--- src/rtl/sleep_rail_pkg.sv ---
// Purpose: constants for the sleep rail pin control block
// Assumes: 32-bit classic Wishbone register access, 250 MHz clock
// Notes:   byte offsets are word aligned
package sleep_rail_pkg;
    localparam logic [7:0] CTRL_OFF   = 8'h00;
    localparam logic [7:0] STATE_OFF  = 8'h04;
    localparam logic [7:0] STATUS_OFF = 8'h08;
    localparam logic [7:0] PIN_OFF    = 8'h0C;
    // control bit positions
    localparam int AG3_BIT     = 0;
    localparam int SX_BIT      = 1;
    localparam int DSX_DIS_BIT = 2;
    localparam int DC_DIS_BIT  = 3;
    localparam int HWLAN_BIT   = 4;
    localparam int DSWLAN_BIT  = 5;
    localparam int DSX_SUP_BIT = 6;
    localparam int NATIVE_BIT  = 7;
    localparam int DIR_BIT     = 8;
    localparam int GPO_BIT     = 9;
    localparam int ME_WLAN_BIT = 10;
    localparam int CTRL_W      = 11;
    localparam logic [CTRL_W-1:0] CTRL_RST = 11'h080;
    // status bits
    localparam int SMI_BIT     = 0;
    localparam int RTC_BIT     = 1;
    // shared pin hold time: initial low drive for straight-to-S5
    localparam int S5_HOLD_NS  = 1000;
    localparam int CLK_MHZ     = 250;
    localparam int S5_HOLD_CYC = (S5_HOLD_NS * CLK_MHZ) / 1000;

    typedef enum logic [2:0] {
        PS_S0     = 3'b000,
        PS_SX_M3  = 3'b001,
        PS_SX_OFF = 3'b011,
        PS_DEEP   = 3'b010,
        PS_G3     = 3'b110
    } pstate_t;

    typedef enum logic [1:0] {
        RS_IDLE  = 2'b00,
        RS_HOLD  = 2'b01,
        RS_STAY  = 2'b11
    } rstate_t;
endpackage

--- src/rtl/sleep_rail_if.sv ---
`timescale 1ns/1ps
// Purpose: carries policy inputs and rail results between top and rail decoder
// Assumes: one clock domain
// Notes:   combinational path
interface sleep_rail_if;
    logic                             s3_high;
    logic                             a_high;
    logic                             on_battery;
    logic                             after_g3;
    logic                             me_lan_req;
    logic                             me_wlan_req;
    logic                             me_wlan_access;
    logic [sleep_rail_pkg::CTRL_W-1:0] ctrl;
    sleep_rail_pkg::pstate_t          pstate;
    logic                             wired_en;
    logic                             wireless_en;
    modport top (output s3_high, a_high, on_battery, after_g3, me_lan_req, me_wlan_req,
                 me_wlan_access, ctrl, pstate, input wired_en, wireless_en);
    modport dec (input s3_high, a_high, on_battery, after_g3, me_lan_req, me_wlan_req,
                 me_wlan_access, ctrl, pstate, output wired_en, wireless_en);
endinterface

--- src/rtl/rail_policy.sv ---
`timescale 1ns/1ps
// Purpose: decides wired and wireless rail enable levels
// Assumes: all inputs synchronous
// Notes:   purely combinational, re-evaluated every cycle
module rail_policy (
    sleep_rail_if.dec p
);
    logic wired;
    logic wireless;
    always_comb begin
        wired    = 1'b0;
        wireless = 1'b0;
        if (p.s3_high || p.a_high) begin
            wired = 1'b1;
        end
        if (p.me_lan_req && p.pstate != sleep_rail_pkg::PS_S0) begin
            wired = 1'b1;
        end
        if (p.pstate == sleep_rail_pkg::PS_SX_M3 || p.pstate == sleep_rail_pkg::PS_SX_OFF) begin
            if (p.ctrl[sleep_rail_pkg::SX_BIT]) begin
                wired = 1'b1;
            end
            if (p.after_g3 && p.ctrl[sleep_rail_pkg::AG3_BIT]) begin
                wired = 1'b1;
            end
            if (p.ctrl[sleep_rail_pkg::HWLAN_BIT]) begin
                wireless = 1'b1;
            end
            if (p.me_wlan_req) begin
                wireless = 1'b1;
            end
        end
        if (p.pstate == sleep_rail_pkg::PS_DEEP) begin
            if (!p.ctrl[sleep_rail_pkg::DSX_DIS_BIT] && (p.ctrl[sleep_rail_pkg::SX_BIT] || p.me_lan_req)) begin
                wired = 1'b1;
            end
            if (p.ctrl[sleep_rail_pkg::DSWLAN_BIT]) begin
                wireless = 1'b1;
            end
        end
        if (p.on_battery && p.ctrl[sleep_rail_pkg::DC_DIS_BIT] && !p.s3_high && !p.a_high && !p.me_lan_req) begin
            wired = 1'b0;
        end
        if (p.s3_high) begin
            wireless = 1'b1;
        end
        if (p.me_wlan_access && p.a_high) begin
            wireless = 1'b1;
        end
    end
    assign p.wired_en    = wired;
    assign p.wireless_en = wireless;
endmodule

--- src/rtl/sleep_rail_pin_control.sv ---
// The register offsets and the Wishbone register port were left to the implementer.
`timescale 1ns/1ps
// Purpose: suspend and rail control output pins with a Wishbone register file
// Assumes: synchronous inputs; rtc_well_reset_n low only in G3
// Notes:   rail levels are combinational from current state and policy
// Function
// battery low with insufficient power blocks wake from S4, S5 and deep suspend; wake_allowed_o stays high in PS_SX_M3.
// battery low asserting while in S0 raises a management interrupt.
// wired rail enabled whenever S3 or management sleep output is high.
// engine sets wired rail high when it needs the PHY in suspend.
// after-G3 bit keeps wired rail enabled after a G3 transition.
// suspend LAN bit keeps wired rail enabled in suspend and management-off.
// deep-suspend disable bit cleared keeps wired rail in deep suspend.
// battery disable bit drops wired rail while running from battery.
// wireless rail enabled whenever S3 sleep output is high.
// host wireless bit keeps wireless rail powered in S4 and S5.
// deep-suspend wireless bit keeps wireless rail powered in deep suspend.
// with engine access, wireless rail high whenever management sleep output high.
// engine configures wireless rail high in suspend for wake on wireless.
// acknowledge mode drives 0 in S0 and M3, engine policy in off.
// warning mode drives 1 in S0 and suspend, asserts then floats entering deep; the code floats the pin at once in deep.
// general-purpose mode: input floats, output drives data; off in deep suspend.
// power-cycle and global reset force acknowledge 0; straight-to-S5 drives 0 first.
// RTC reset returns RTC-well registers to defaults.
// board asserts secure RTC reset only with RTC reset in G3.
// neither RTC reset is pulled low from S0 through S5.
// processor deep-idle gate driven low while processor is in C10.
// deterministic-idle output driven low in S0i2.0 or S0i3.0.
// no burst modes in legacy power management.
// rail levels re-evaluated and updated in the same cycle as any change.
// straight-to-S5 turns off sleep-controlled rails and holds host until wake.
module sleep_rail_pin_control (
    // clock and reset
    input  wire logic        clk_i,
    input  wire logic        rst_i,
    // wishbone slave
    input  wire logic        wb_cyc_i,
    input  wire logic        wb_stb_i,
    input  wire logic        wb_we_i,
    input  wire logic [7:0]  wb_adr_i,
    input  wire logic [3:0]  wb_sel_i,
    input  wire logic [31:0] wb_dat_i,
    output logic      [31:0] wb_dat_o,
    output logic             wb_ack_o,
    // platform state
    input  wire logic [2:0]  power_state_i,
    input  wire logic        s3_sleep_out_n_i,
    input  wire logic        mgmt_sleep_out_n_i,
    input  wire logic        on_battery_i,
    input  wire logic        power_sufficient_i,
    input  wire logic        wake_event_i,
    input  wire logic        processor_c10_i,
    input  wire logic        deterministic_idle_i,
    // resets
    input  wire logic        power_cycle_reset_i,
    input  wire logic        global_reset_i,
    input  wire logic        straight_s5_reset_i,
    input  wire logic        rtc_well_reset_n_i,
    input  wire logic        secure_rtc_reset_n_i,
    // engine policy
    input  wire logic        me_lan_req_i,
    input  wire logic        me_wlan_req_i,
    input  wire logic        me_wlan_access_i,
    input  wire logic        me_ack_policy_i,
    // battery low
    input  wire logic        battery_low_n_i,
    // pins
    output logic             wired_lan_rail_en_o,
    output logic             wireless_rail_en_o,
    output logic             shared_pin_o,
    output logic             shared_pin_oe_o,
    input  wire logic        shared_pin_i,
    output logic             wake_allowed_o,
    output logic             host_hold_off_o,
    output logic             smi_o,
    output logic             processor_deep_idle_gate_n_o,
    output logic             deterministic_idle_out_n_o
);
    typedef struct packed {
        logic [sleep_rail_pkg::CTRL_W-1:0] ctrl;
        logic                              after_g3;
        logic                              smi;
        logic                              rtc_seen;
        logic                              battery_low_n_prev;
        logic                              ack;
        logic [31:0]                       rdata;
        sleep_rail_pkg::rstate_t           rst_st;
        logic [7:0]                        hold_cnt;
        logic                              gate_n;
        logic                              idle_n;
        logic                              pin_in;
    } state_t;

    state_t q;
    state_t d;

    sleep_rail_pkg::pstate_t pstate;
    logic                    wb_req;
    logic                    wb_wr;
    logic                    battery_low_n;
    logic                    s5_active;

    sleep_rail_if rif ();

    assign pstate    = sleep_rail_pkg::pstate_t'(power_state_i);
    assign wb_req    = wb_cyc_i && wb_stb_i && !q.ack;
    assign wb_wr     = wb_cyc_i && wb_stb_i && wb_we_i && q.ack;
    assign battery_low_n    = !battery_low_n_i;
    assign s5_active = q.rst_st != sleep_rail_pkg::RS_IDLE;

    function automatic logic [31:0] merge(input logic [31:0] old, input logic [31:0] nw, input logic [3:0] sel);
        logic [31:0] r;
        r = old;
        for (int i = 0; i < 4; i++) begin
            if (sel[i]) begin
                r[i*8 +: 8] = nw[i*8 +: 8];
            end
        end
        return r;
    endfunction

    assign rif.s3_high        = s3_sleep_out_n_i && !s5_active;
    assign rif.a_high         = mgmt_sleep_out_n_i && !s5_active;
    assign rif.on_battery     = on_battery_i;
    assign rif.after_g3       = q.after_g3;
    assign rif.me_lan_req     = me_lan_req_i && !s5_active;
    assign rif.me_wlan_req    = me_wlan_req_i && !s5_active;
    assign rif.me_wlan_access = me_wlan_access_i;
    assign rif.ctrl           = q.ctrl;
    assign rif.pstate         = pstate;

    rail_policy u_policy (
        .p (rif.dec)
    );

    always_comb begin
        logic [31:0] wv;
        wv = 32'h0000_0000;
        d  = q;
        d.ack = wb_req; // single transfers only, no burst
        d.pin_in = shared_pin_i;
        if (wb_wr && wb_adr_i == sleep_rail_pkg::CTRL_OFF) begin
            wv = merge({21'h00_0000, q.ctrl}, wb_dat_i, wb_sel_i);
            d.ctrl = wv[sleep_rail_pkg::CTRL_W-1:0];
        end
        if (pstate == sleep_rail_pkg::PS_G3) begin
            d.after_g3 = 1'b1;
        end else if (pstate == sleep_rail_pkg::PS_S0) begin
            d.after_g3 = 1'b0;
        end
        d.battery_low_n_prev = battery_low_n;
        // write-one-to-clear; a new event wins over the clear
        if (wb_wr && wb_adr_i == sleep_rail_pkg::STATUS_OFF && wb_sel_i[0]) begin
            if (wb_dat_i[sleep_rail_pkg::SMI_BIT]) begin
                d.smi = 1'b0;
            end
            if (wb_dat_i[sleep_rail_pkg::RTC_BIT]) begin
                d.rtc_seen = 1'b0;
            end
        end
        if (battery_low_n && !q.battery_low_n_prev && pstate == sleep_rail_pkg::PS_S0) begin
            d.smi = 1'b1;
        end
        unique case (q.rst_st)
            sleep_rail_pkg::RS_IDLE: begin
                if (straight_s5_reset_i) begin
                    d.rst_st   = sleep_rail_pkg::RS_HOLD;
                    d.hold_cnt = 8'(sleep_rail_pkg::S5_HOLD_CYC);
                end
            end
            sleep_rail_pkg::RS_HOLD: begin
                if (q.hold_cnt == 8'h01) begin
                    d.rst_st = sleep_rail_pkg::RS_STAY;
                end
                d.hold_cnt = q.hold_cnt - 8'h01;
            end
            sleep_rail_pkg::RS_STAY: begin
                if (wake_event_i && !(battery_low_n && !power_sufficient_i)) begin
                    d.rst_st = sleep_rail_pkg::RS_IDLE;
                end
            end
            default: begin
                d.rst_st = sleep_rail_pkg::RS_IDLE;
            end
        endcase
        d.gate_n = !processor_c10_i;
        d.idle_n = !deterministic_idle_i;
        d.rdata = 32'h0000_0000;
        unique case (wb_adr_i)
            sleep_rail_pkg::CTRL_OFF:   d.rdata = {21'h00_0000, q.ctrl};
            sleep_rail_pkg::STATE_OFF:  d.rdata = {26'h000_0000, wake_allowed_o, s5_active, q.after_g3, pstate};
            sleep_rail_pkg::STATUS_OFF: d.rdata = {30'h0000_0000, q.rtc_seen, q.smi};
            sleep_rail_pkg::PIN_OFF:    d.rdata = {28'h000_0000, q.pin_in, shared_pin_o, wireless_rail_en_o,
                                                   wired_lan_rail_en_o};
            default:                    d.rdata = 32'h0000_0000;
        endcase
        if (!rtc_well_reset_n_i) begin
            d.ctrl     = sleep_rail_pkg::CTRL_RST;
            d.after_g3 = 1'b1;
            d.rtc_seen = 1'b1;
        end
    end

    always_ff @(posedge clk_i) begin
        if (rst_i) begin
            q.ctrl        <= sleep_rail_pkg::CTRL_RST;
            q.after_g3    <= 1'b1;
            q.smi         <= 1'b0;
            q.rtc_seen    <= 1'b0;
            q.battery_low_n_prev <= 1'b0;
            q.ack         <= 1'b0;
            q.rdata       <= 32'h0000_0000;
            q.rst_st      <= sleep_rail_pkg::RS_IDLE;
            q.hold_cnt    <= 8'h00;
            q.gate_n      <= 1'b1;
            q.idle_n      <= 1'b1;
            q.pin_in      <= 1'b0;
        end else begin
            q <= d;
        end
    end

    // shared pin function select
    always_comb begin
        shared_pin_o    = 1'b0;
        shared_pin_oe_o = 1'b0;
        if (pstate == sleep_rail_pkg::PS_DEEP || pstate == sleep_rail_pkg::PS_G3) begin
            shared_pin_oe_o = 1'b0; // unpowered
        end else if (power_cycle_reset_i || global_reset_i || q.rst_st == sleep_rail_pkg::RS_HOLD) begin
            shared_pin_oe_o = 1'b1;
        end else if (!q.ctrl[sleep_rail_pkg::NATIVE_BIT]) begin
            shared_pin_oe_o = !q.ctrl[sleep_rail_pkg::DIR_BIT];
            shared_pin_o    = q.ctrl[sleep_rail_pkg::GPO_BIT];
        end else if (q.ctrl[sleep_rail_pkg::DSX_SUP_BIT]) begin
            shared_pin_oe_o = 1'b1;
            shared_pin_o    = !(straight_s5_reset_i);
        end else begin
            shared_pin_oe_o = 1'b1;
            shared_pin_o    = (pstate == sleep_rail_pkg::PS_SX_OFF || q.rst_st == sleep_rail_pkg::RS_STAY)
                              ? me_ack_policy_i : 1'b0;
        end
    end

    assign wired_lan_rail_en_o          = rif.wired_en && !s5_active;
    assign wireless_rail_en_o           = rif.wireless_en && !s5_active;
    assign wake_allowed_o               = !(battery_low_n && !power_sufficient_i &&
                                            pstate != sleep_rail_pkg::PS_S0 &&
                                            pstate != sleep_rail_pkg::PS_SX_M3);
    assign host_hold_off_o              = s5_active;
    assign smi_o                        = q.smi;
    assign processor_deep_idle_gate_n_o = q.gate_n;
    assign deterministic_idle_out_n_o   = q.idle_n;
    assign wb_ack_o                     = q.ack;
    assign wb_dat_o                     = q.rdata;
endmodule

--- config.mk ---
export PLATFORM = sky130hd
export DESIGN_NAME = sleep_rail_pin_control
export DESIGN_NICKNAME = d
export VERILOG_FILES = /design/src/rtl/sleep_rail_pkg.sv /design/src/rtl/sleep_rail_if.sv /design/src/rtl/rail_policy.sv /design/src/rtl/sleep_rail_pin_control.sv
export SDC_FILE = /design/constraint.sdc
export NUM_CORES = 1
export LEC_CHECK = 0
export BUFFER_PORTS_ARGS = -buffer_cell sky130_fd_sc_hd__buf_2
export CORE_ASPECT_RATIO = 2
export CORE_MARGIN = 2
export CORE_UTILIZATION = 40
export DETAILED_ROUTE_END_ITERATION = 10
export MAX_ROUTING_LAYER = met4
export PLACE_DENSITY = 0.85
export SLEW_MARGIN = 20
export SYNTH_ARGS = -nofsm -noshare
export SYNTH_HDL_FRONTEND = slang
export SYNTH_SLANG_ARGS = --single-unit
export TNS_END_PERCENT = 50
--- constraint.sdc ---
create_clock -name clk_i -period 4.3 [get_ports clk_i]
set_input_delay 0.43 -clock clk_i [delete_from_list [all_inputs] [get_ports clk_i]]
set_output_delay 0.43 -clock clk_i [all_outputs]
set_load 0.005 [all_outputs]
Word-level counts from Yosys, hierarchy flattened
Cells that the tools add are included.

Register bits: 61. Latch bits: 0. Memory bits (writable): 0. Bits in read-only memories: 0. Bits of input ports: 70. Memories kept: 0.

Add/subtract/negate cells: 1. $mul: 0. Div/mod/pow operators: 0. Order comparisons: 0. Equality and inequality tests: 16. Shift-type cells: 0. Mux-type cells: 34. Bitwise logic cells: 1. Reductions and logical operators: 65.

Operators by type and width (number): $pmux 11 s4 (1); $logic_and 1x1->1 (27); $mux 1 (27); $eq 8x4->1 const B (2); $pmux 8 s2 (1); $logic_not 1->1 (15); $mux 10 (1); $reduce_and 2->1 (5); $eq 8x1->1 const B (1); $eq 8x3->1 const B (1); $logic_not 8->1 (1); $ne 2x2->1 const B (4); $reduce_bool 2->1 (4); $sub 8x1->8 const B (1); $logic_or 1x1->1 (7); $eq 3x2->1 const B (2); $mux 2 (3); $pmux 2 s3 (1); $eq 3x1->1 const B (1); $eq 3x3->1 const B (1); $logic_not 3->1 (1); $ne 3x1->1 const B (1); $reduce_and 3->1 (1); $reduce_bool 3->1 (1); other kinds (7) (7).

Depth between registers and ports, before layout
Gate-level depths: netlist of the first run.

Depth in word-level cells: 14. Depth in mapped cells: 6. Gate-level depth less buffers: 6.

Modules after synthesis
Synthesis of the first run repeated with hierarchy kept, for this count alone.

Cells, all modules: 239. Area total of the unflattened synthesis: 2112.0 um^2.

Modules (own cells, without submodules): sleep_rail_pin_control (times used 1, cells an instance 228, area each 2039.5 um^2, sequential area each 800.8 um^2); rail_policy (times used 1, cells an instance 11, area each 72.6 um^2, sequential area each 0.0 um^2).

Least setup slack after synthesis of the first run
OpenSTA, ideal clock, no wires.

Path type: input-to-output. Start: in power_state_i[2]. End: out wired_lan_rail_en_o. Arrival time: 1290 ps. Data required time: 3870 ps. Slack: 2580 ps. Stages: 4. Path buffers: 0. Path through: or3_1 -> a211o_1 -> a21oi_1 -> nor2_1.

Longest elaborated chain between the ends: 10. Elaborated cells on any way between the ends: 14. Those cells by class: eq/ne (3); mux (7); reduce/logical (4).

RTL lines: start: declaration (RTL line sleep_rail_pin_control.sv:46) `input wire logic [2:0] power_state_i,`; $reduce_bool 3->1 (RTL line rail_policy.sv:16) `if (p.me_lan_req && p.pstate != sleep_rail_pkg::PS_S0) begin`; $logic_and 1x1->1 (RTL line rail_policy.sv:16); $mux 1 (RTL line rail_policy.sv:16); $mux 1 (RTL line rail_policy.sv:20) `if (p.ctrl[sleep_rail_pkg::SX_BIT]) begin`; $mux 1 (RTL line rail_policy.sv:23) `if (p.after_g3 && p.ctrl[sleep_rail_pkg::AG3_BIT]) begin`; $mux 1 (RTL line rail_policy.sv:19) `if (p.pstate == sleep_rail_pkg::PS_SX_M3 || p.pstate == sleep_rail_pkg::PS_SX_OFF) begin`; $mux 1 (RTL line rail_policy.sv:34) `if (!p.ctrl[sleep_rail_pkg::DSX_DIS_BIT] && (p.ctrl[sleep_rail_pkg::SX_BIT] || p.me_lan_req)) begin`; $mux 1 (*) (RTL line rail_policy.sv:33) `if (p.pstate == sleep_rail_pkg::PS_DEEP) begin`; $mux 1 (*) (RTL line rail_policy.sv:41) `if (p.on_battery && p.ctrl[sleep_rail_pkg::DC_DIS_BIT] && !p.s3_high && !p.a_high && !p.me_lan_req) begin`; $logic_and 1x1->1 (*) (RTL line sleep_rail_pin_control.sv:244) `assign wired_lan_rail_en_o = rif.wired_en && !s5_active;`; end: declaration (RTL line sleep_rail_pin_control.sv:68) `output logic wired_lan_rail_en_o,`.

Mark *: on every way between the ends. The rest lies on a longest branch, timed or not.

Worst setup path in the final report of the first run
Start: reg rif.ctrl[2] (netlist name). End: out wired_lan_rail_en_o.

Longest elaborated chain between the ends: 6.

RTL lines (RTL line): $logic_not 1->1 (rail_policy.sv:34); $logic_and 1x1->1 (rail_policy.sv:34); $mux 1 (rail_policy.sv:34); $mux 1 (rail_policy.sv:33); $mux 1 (rail_policy.sv:41); $logic_and 1x1->1 (sleep_rail_pin_control.sv:244).

Every way passes these cells.

==> results of run 1 <==
[flip-flops by register name, summed over array words and instances, names as in the netlist]
| name | count |
|---|---|
| processor_deep_idle_gate_n_o | 1 |
| smi_o | 1 |
| wb_dat_o | 11 |
| wb_ack_o | 1 |
| rif.after_g3 | 1 |
| deterministic_idle_out_n_o | 1 |
| rif.ctrl | 11 |
| q | 13 |
[cell usage in the layout (no fill, tap or decap), drive strengths merged, types with 5 or more instances in the layout]
master  Yosys  layout
inv         5       5
nor3        6       6
clkbuf      5       6
o21ai      14      14
nor4        5       5
dfxtp      40      40
conb        1      21
nor2       15      15
buf        35      67
nand3      11      11
a21oi      14      14
and2        7       7
nor2b       7       7
nand2b      5       5
nand2      16      16
[layout make-up]
type	instances	area share, %
multi-input combinational	170	44.14
inverter	5	0.8026
timing repair buffer	67	14.45
sequential	40	34.24
clock buffer	6	3.103
tap	57	3.050
clock inverter	1	0.2140
[through the flow]
| stage | cells | setup WS (ns) | cell area (µm²) | hold WS [ns] | utilization (%) |
|---|---|---|---|---|---|
| after floorplan | 255 | 2.580 | 2125 | 0.4294 | - |
| after global placement | 339 | 2.213 | 2261 | 0.4169 | 46.05 |
| after detailed placement | 339 | 2.214 | 2261 | 0.4338 | 46.05 |
| after CTS | 346 | 2.190 | 2338 | 0.2983 | 47.63 |
| after global routing | 346 | 2.088 | 2338 | 0.2980 | 47.63 |
| final | 346 | 2.169 | 2338 | 0.3010 | 47.63 |
[final timing paths]
check	start	end	slack (ns)	depth (start not counted)
hold / removal	processor_c10_i	processor_deep_idle_gate_n_o	0.30	2
setup reg to reg	q[4]	q[9]	2.70	6
hold reg to reg	wb_ack_o	wb_ack_o	0.44	1
setup / recovery	rif.ctrl[2]	wired_lan_rail_en_o	2.17	5
[synth_stat cells (3+ instances only)]
| cell | number |
|---|---|
| nor3_1 | 6 |
| mux2i_1 | 4 |
| xnor2_1 | 4 |
| and2_1 | 7 |
| nor4b_1 | 3 |
| dfxtp_1 | 40 |
| nor3b_1 | 3 |
| inv_1 | 5 |
| nor4_1 | 4 |
| nand4_1 | 4 |
| nand3_1 | 11 |
| nor2b_1 | 7 |
| a21oi_1 | 14 |
| o21ai_0 | 14 |
| buf_4 | 32 |
| nor2_1 | 15 |
| nand2_1 | 15 |
| clkbuf_1 | 5 |
| nand2b_1 | 5 |
[routing by layer]
metal	routed length, µm	part of all wire [%]	up-vias
met4	181	4.0	0
li1	-	-	877
met1	1653	36	797
met2	2411	53	87
met5	0	0	-
met3	329	7.2	15
[power groups by stage]
stage	clock network [mW]	logic [mW]	registers (mW)
3_3_place_gp	0	0.114	0.405
6_report	0.230	0.118	0.398
4_1_cts	0.233	0.118	0.398
2_1_floorplan	0	0.0874	0.403
5_1_grt	0.248	0.134	0.400
3_5_place_dp	0	0.117	0.407
[kinds of logic after synthesis]
| family | synth area share (%) |
|---|---|
| AOI/OAI and AO/OA | 13.55 |
| xor gates and xnor gates | 2.137 |
| adders and majority gates | 1.221 |
| buffers and inverters | 14.22 |
| DFF | 39.07 |
| muxes | 4.701 |
| other | 0.1830 |
| and+or+nand+nor | 24.91 |
==> impl_results.md, run 1 <==
- Status: finished, final reports clean
- Final period utilization: 49.56%
- Number of global-route vias before repair: 1757
- Hold-fix buffers, CTS: 0
- Post-Syn Area: 0.002049 mm²
- Synth Warn #: 0
- Syn_area_per_cell: 8.721 µm²
- Critical path's slowest cell: or4b_1
- Peak VDD IR: 231.9 µV
- Area contributors post-synth: dfxtp_1, buf_4, a21oi_1, o21ai_0, nand2_1
- Final setup vio count: 0
- Max Slew Vio Count: 0
- Routed WL per cell: 13.23 µm
- Total number of vias: 1776
- Data required, critical path: 3.87 ns
- IO Port Bufs: 66
- Final hold violation count: 0
- DRT Pass-1 Iters: 4
- Worst path cell trace: or4b_1 > o22ai_1 > a21oi_1 > nor2_1 > buf_2
- Post-DP HPWL: 3.725 mm
- Flops & latches, synth: 40
- GPL Wtd Cong: 0.8627
- Detailed Route WL: 4.577 mm
- Switching part of the total: 26.03%
- Kind of cell adding the most delay to the critical path: simple AND/OR/NAND/NOR gates
- Number of vias per cell: 5.133
- Share of layout cells above drive strength 1: 27.68%
- Worst-path fanout max: 3
- Post-route setup TNS: 0 ns
- RSZ-0062 raised after global routing: no
- FF/Latch Area: 800.8 µm²
- Diode count: 0
- Clk sinks: 40
- GRT Overall Usage: 18.00%
- Worst-path clk slew: 0.07 ns
- Top Usage Layer GRT: met2
- Clk Latency, worst-skew pair: 0.29 ns
- Rel. slew slack: 53.45%
- Initial antenna violation count: 0
- CTS H-tree lvls: 2
- Residual DRC: 0
- Largest net degree at the start of global routing: 23
- Sw Pwr: 0.1941 mW
- Area grow syn2layout: 14.10%
- Final Skew: 0.007777 ns
- Peak Freq: 469.3 MHz
- Clock Path Buffers: 2
- Num CTS Buffers: 5
- Io pins: 112
- Main flop type after synthesis: dfxtp_1
- Clock share of power: 30.8%
- Post-CTS setup buffers: 0
- Cell internal pwr: 0.5516 mW
- Register share of total power: 53.4%
- Post-CTS Resized: 0
- Total Power: 0.7456 mW
- CTS tree: built
- Starting Density: 41.74%
- Area fraction of the dominant cell type after synthesis: 39.07%
- Routing usage on met3: 3.399%
- Worst Setup Start Kind: flip-flop
- Routed Antenna Nets: 0
- First-pass GRT wire length: 7.300 mm
- Met1 GRT Util: 17.95%
- Crit path buf inv count: 1
- Combinational cell fraction of total power: 15.8%
- Worst hold path class: in -> reg
- Largest area contributor in the netlist: dfxtp_1
- Die Y-Extent: 105.2 µm
- Die Wd: 54.62 µm
- Pwr dens: 318.9 mW/mm²
- 1st-iter DRT viols: 58
- Worst path max stage delay: 0.51 ns
- Worst EP arrival: 1.70 ns
- Final Net Count: 361
- Synth Instances: 235
- Tightest Pin Transition: 0.6919 ns
- Grt ovf: 0
- Sequential-to-total area share from yosys stat: 39.07%
- # Max-Cap Violations: 0
- Synth cell types: 46
- Core ar.: 0.004910 mm²
- DIE AREA: 0.005747 mm²
- Area taken by multi-input logic gates: 0.001032 mm²
- CP Class: reg -> out
- Clock root buffer: clkbuf_8
- Period minus WS final: 2.131 ns
- Number of synthesized flops with an enable pin: 0
- Met2 Track Usage GR: 30.10%
- FP Rows: 36
- Leakage power: 1.004 nW
- Synth async-reset ratio: 0%
- Critical Path End Type: output pin
- Fill count: 500
No activity file was read; power rests on OpenSTA's default activity.
==> inputs of run 2 (changes only) <==
Settings changed: ABC_AREA from default to 1, PLACE_DENSITY 0.85 to 0.87.
Clock period 4.3 ns to 1.85 ns, I/O delays scaled along.
==> impl_results.md, run 2 <==
- Flops & latches, synth: 40
- Largest area contributor in the netlist: dfxtp_1
- Final Net Count: 434
- 1st-iter DRT viols: 57
- CP Class: reg -> out
- Final setup vio count: 0
- Total number of vias: 2089
- Number of vias per cell: 4.962
- Cell internal pwr: 1.334 mW
- Kind of cell adding the most delay to the critical path: flip-flops
- Design Area, Final: 0.002461 mm²
- Residual DRC: 0
- Combinational cell fraction of total power: 17.8%
- Data required, critical path: 1.66 ns
- Area fraction of the dominant cell type after synthesis: 37.41%
- Io pins: 112
- Worst Setup Start Kind: flip-flop
- GRT Overall Usage: 18.28%
- Leakage power: 1.199 nW
- CTS H-tree lvls: 2
- Number of global-route vias before repair: 1928
- Period minus WS final: 1.640 ns
- DIE AREA: 0.005989 mm²
- Final period utilization: 88.63%
- Detailed Route WL: 5.253 mm
- Num CTS Buffers: 5
- Max reg flops: 13
- Number of synthesized flops with an enable pin: 0
- Critical Path End Type: output pin
- Register share of total power: 48.8%
- Routed WL per cell: 12.48 µm
- Clock share of power: 33.4%
- Dpl cell area: 0.002362 mm²
- Most frequent cells after synthesis: nand2_1, dfxtp_1, inv_1
- Post-CTS setup buffers: 0
- Worst path max stage delay: 0.38 ns
- Die Wd: 55.73 µm
- Layout Cells excl Fill: 421
- DRT Pass-1 Iters: 4
- Syn_area_per_cell: 7.065 µm²
- CP startpoint: q[12]
- Clk Latency, worst-skew pair: 0.30 ns
- Synth Instances: 303
- Initial antenna violation count: 0
- Peak VDD IR: 617.2 µV
- Worst path cell trace: inv_1 > nand2_2 > nand2_1 > nor2_1 > a21boi_0 > buf_2
- Max Slew Vio Count: 0
- Sw Pwr: 0.5700 mW
- Peak Freq: 609.9 MHz
- Critical path's slowest cell: dfxtp_2
- Synth async-reset ratio: 0%
- Final hold violation count: 0
- Clk sinks: 40
- CTS tree: built
- Core ar.: 0.005139 mm²
- FP Rows: 37
- RSZ-0062 raised after global routing: no
- Grt ovf: 0
- IO Port Bufs: 66
- First-pass GRT wire length: 8.314 mm
- Die Y-Extent: 107.5 µm
- Synth cell types: 33
- Status: finished, final reports clean
- Starting Density: 41.66%
- Area grow syn2layout: 14.96%
- Area contributors post-synth: dfxtp_1, buf_4, nand2_1, inv_1, nor2_1
- Commonest non-fill, non-tap cell in the layout: buf_2
- GPL Wtd Cong: 0.8777
- Post-route setup TNS: 0 ns
- Final worst slack: 0.2104 ns
- Share of layout cells above drive strength 1: 24.79%
- Worst-path fanout max: 5
- Diode count: 0
- Largest net degree at the start of global routing: 18
- Final Skew: 0.01427 ns
- Sequential-to-total area share from yosys stat: 37.41%
- Post-Syn Area: 0.002141 mm²
- Post-Place Worst Slack: 0.4241 ns
- Most frequent cells in the layout: buf_2, nand2_1, dfxtp_1, inv_1, nor2_1
- Hold_sp: deterministic_idle_i
- Worst-path clk slew: 0.09 ns
- Pwr dens: 773.5 mW/mm²
- Placed cell count: 413
- Worst hold path class: in -> reg
- Main flop type after synthesis: dfxtp_1
- Worst r2r src: wb_ack_o
- Synth Warn #: 0
- Reg with most FFs: q
- Worst EP arrival: 1.45 ns
- Switching part of the total: 29.94%
- Routed Antenna Nets: 0
- Post-DP HPWL: 4.292 mm
- Clock root buffer: clkbuf_8
- Cell with the most instances after synthesis: nand2_1
- Clock Path Buffers: 2
- Crit path buf inv count: 2
- # Max-Cap Violations: 0
- Total Power: 1.904 mW
-- run 2: power groups by stage --
stage                     Clock [mW]  Sequential, mW  Combinational, mW
after floorplan                    0           0.943              0.247
after global placement             0           0.947              0.327
after detailed placement           0           0.950              0.336
after CTS                      0.641           0.929              0.338
after global routing           0.667           0.935              0.383
final                          0.635           0.930              0.339
-- run 2: layout make-up --
cell class / count / area [µm²]
inverter: 40 / 150.1
sequential: 40 / 802.0
fill: 522 / 2678
multi-input combinational: 207 / 993.5
timing repair buffer: 68 / 345.3
tap: 58 / 72.57
clock inverter: 2 / 15.01
clock buffer: 6 / 82.58
-- run 2: path summary, 6_finish.rpt --
| check | end | slack (ns) | cells past startpoint |
|---|---|---|---|
| hold reg to reg | smi_o | 0.41 | 1 |
| setup / recovery | shared_pin_o | 0.21 | 6 |
| setup reg to reg | rif.ctrl[7] | 0.52 | 5 |
| hold / removal | deterministic_idle_out_n_o | 0.03 | 2 |
-- run 2: layer usage --
layer	wire length (µm)	GRT usage, %
met1	1829	16.42
met2	2790	33.16
met3	339	3.846
met4	294	13.07
met5	0	-
-- run 2: through the flow --
stage / hold slack (ns) / util, %
2_1_floorplan: 0.2550 / -
3_3_place_gp: 0.3502 / 45.97
3_5_place_dp: 0.3520 / 45.97
4_1_cts: 0.02426 / 47.87
5_1_grt: 0.02671 / 47.89
6_report: 0.02821 / 47.89
-- run 2: timing repair --
item / CTS / global route
resized for setup: 0 / 1
hold buffers: 0 / 0
setup endpoints to repair: 0 / 1
-- run 2: cell families (layout without fill, tap and decap cells) --
logic type / Yosys count / after routing / share of synthesized area [%]
AND/OR/NAND/NOR: 136 / 136 / 29.16
buffers and inverters: 76 / 116 / 19.70
AO/OA/AOI/OAI: 48 / 48 / 12.39
flip-flops: 40 / 40 / 37.41
adder cells (fa/ha/maj): 2 / 2 / 1.169
other: 1 / 21 / 0.1752
==> inputs of run 3 (changes only) <==
Settings changed: CORE_ASPECT_RATIO 2 to 1.25, SLEW_MARGIN 20 to 25.
==> impl_results.md, run 3 (synthesis gave the netlist of run 2 again) <==
- Number of vias per cell: 4.816
- Fill count: 508
- Clk Latency, worst-skew pair: 0.30 ns
- Number of global-route vias before repair: 1938
- Total number of vias: 2047
- Area taken by multi-input logic gates: 993.5 µm²
- Max reg flops: 13
- Final period utilization: 91.24%
- Initial antenna violation count: 0
- Pwr dens: 810.0 mW/mm²
- First-pass GRT wire length: 8.452 mm
- Final Net Count: 434
- CP startpoint: q[12]
- Largest net degree at the start of global routing: 18
- Area grow syn2layout: 15.96%
- Hold_sp: deterministic_idle_i
- CTS H-tree lvls: 2
- Grt ovf: 0
- Share of layout cells above drive strength 1: 24.52%
- Routed WL per cell: 11.83 µm
- CTS tree: built
- CP Class: reg -> out
- Max Slew Vio Count: 0
- RSZ-0062 raised after global routing: no
- Critical Path End Type: output pin
- Post-route setup TNS: 0 ns
- Data required, critical path: 1.66 ns
- Core ar.: 0.005116 mm²
- Starting Density: 41.84%
- Post-CTS Resized: 0
- Clock root buffer: clkbuf_8
- Worst EP arrival: 1.50 ns
- Peak Freq: 592.5 MHz
- Hold-fix buffers, CTS: 0
- Worst hold path class: in -> reg
- Clk sinks: 40
- Die Y-Extent: 85.79 µm
- FP Rows: 29
- Reg with most FFs: q
- Diode count: 0
- Final Skew: 0.008541 ns
- Worst-path fanout max: 5
- Residual DRC: 0
- Worst Setup Start Kind: flip-flop
- Leakage power: 1.210 nW
- Status: finished, final reports clean
- FF/Latch Area: 800.8 µm²
- Detailed Route WL: 5.026 mm
- Post-CTS setup buffers: 0
- 1st-iter DRT viols: 164
- Final worst slack: 0.1621 ns
- Die Wd: 69.44 µm
- # Max-Cap Violations: 0
- DIE AREA: 0.005957 mm²
- Commonest non-fill, non-tap cell in the layout: buf_2
- Final hold violation count: 0
- Routed Antenna Nets: 0
- Post-Place Worst Slack: 0.4633 ns
- Num CTS Buffers: 5
- Worst-path clk slew: 0.08 ns
- GPL Wtd Cong: 0.9165
- GRT Overall Usage: 18.26%
- Clock Path Buffers: 2
- DRT Pass-1 Iters: 4
- Post-DP HPWL: 4.105 mm
- Period minus WS final: 1.688 ns
- Peak VDD IR: 358.6 µV
- Final setup vio count: 0
- Io pins: 112
- Most frequent cells in the layout: buf_2, nand2_1, dfxtp_1, inv_1, nor2_1
- Worst r2r src: q[3]
- IO Port Bufs: 66
-- run 3: worst paths after layout --
kind | end | depth (start not counted) | slack [ns]
max | shared_pin_o | 6 | 0.16
min | deterministic_idle_out_n_o | 2 | 0.03
max reg2reg | q[9] | 9 | 0.54
min reg2reg | smi_o | 1 | 0.42
-- run 3: stage by stage --
stage               hold WS (ns)  instances  utilization, %  total power, mW  area (µm²)
global placement          0.3502        417           46.27            1.276        2367
finish                   0.03294        425           48.52            2.011        2482
detailed placement        0.3519        417           46.27            1.282        2367
global route             0.02841        425           48.52            2.112        2482
CTS                      0.02628        425           48.52            2.021        2482
floorplan                 0.2550        323               -            1.190        2216
-- run 3: metal layers --
metal	vias up	GRT usage (%)	wire length, µm
li1	1040	-	-
met1	884	18.88	1965
met2	106	31.82	2504
met3	17	5.405	412
met4	0	8.556	144
met5	-	-	0
-- run 3: report_power, final --
| part | internal [mW] | switching (mW) |
|---|---|---|
| logic | 0.131 | 0.205 |
| clock network | 0.406 | 0.338 |
| registers | 0.900 | 0.0302 |
-- run 3: cell type report --
type	instances	area share [%]
sequential	40	32.26
clock buffer	5	2.772
timing repair buffer	68	13.91
multi-input combinational	207	40.02
clock inverter	3	1.865
tap	62	3.125
inverter	40	6.048
-- run 3: critical path: stages, from the launching register on --
cell and delay [ns]:
dfxtp_1 0.42, inv_1 0.07, nand2_2 0.10, nand2_1 0.09, nor2_1 0.14, a21boi_0 0.23, buf_2 0.15
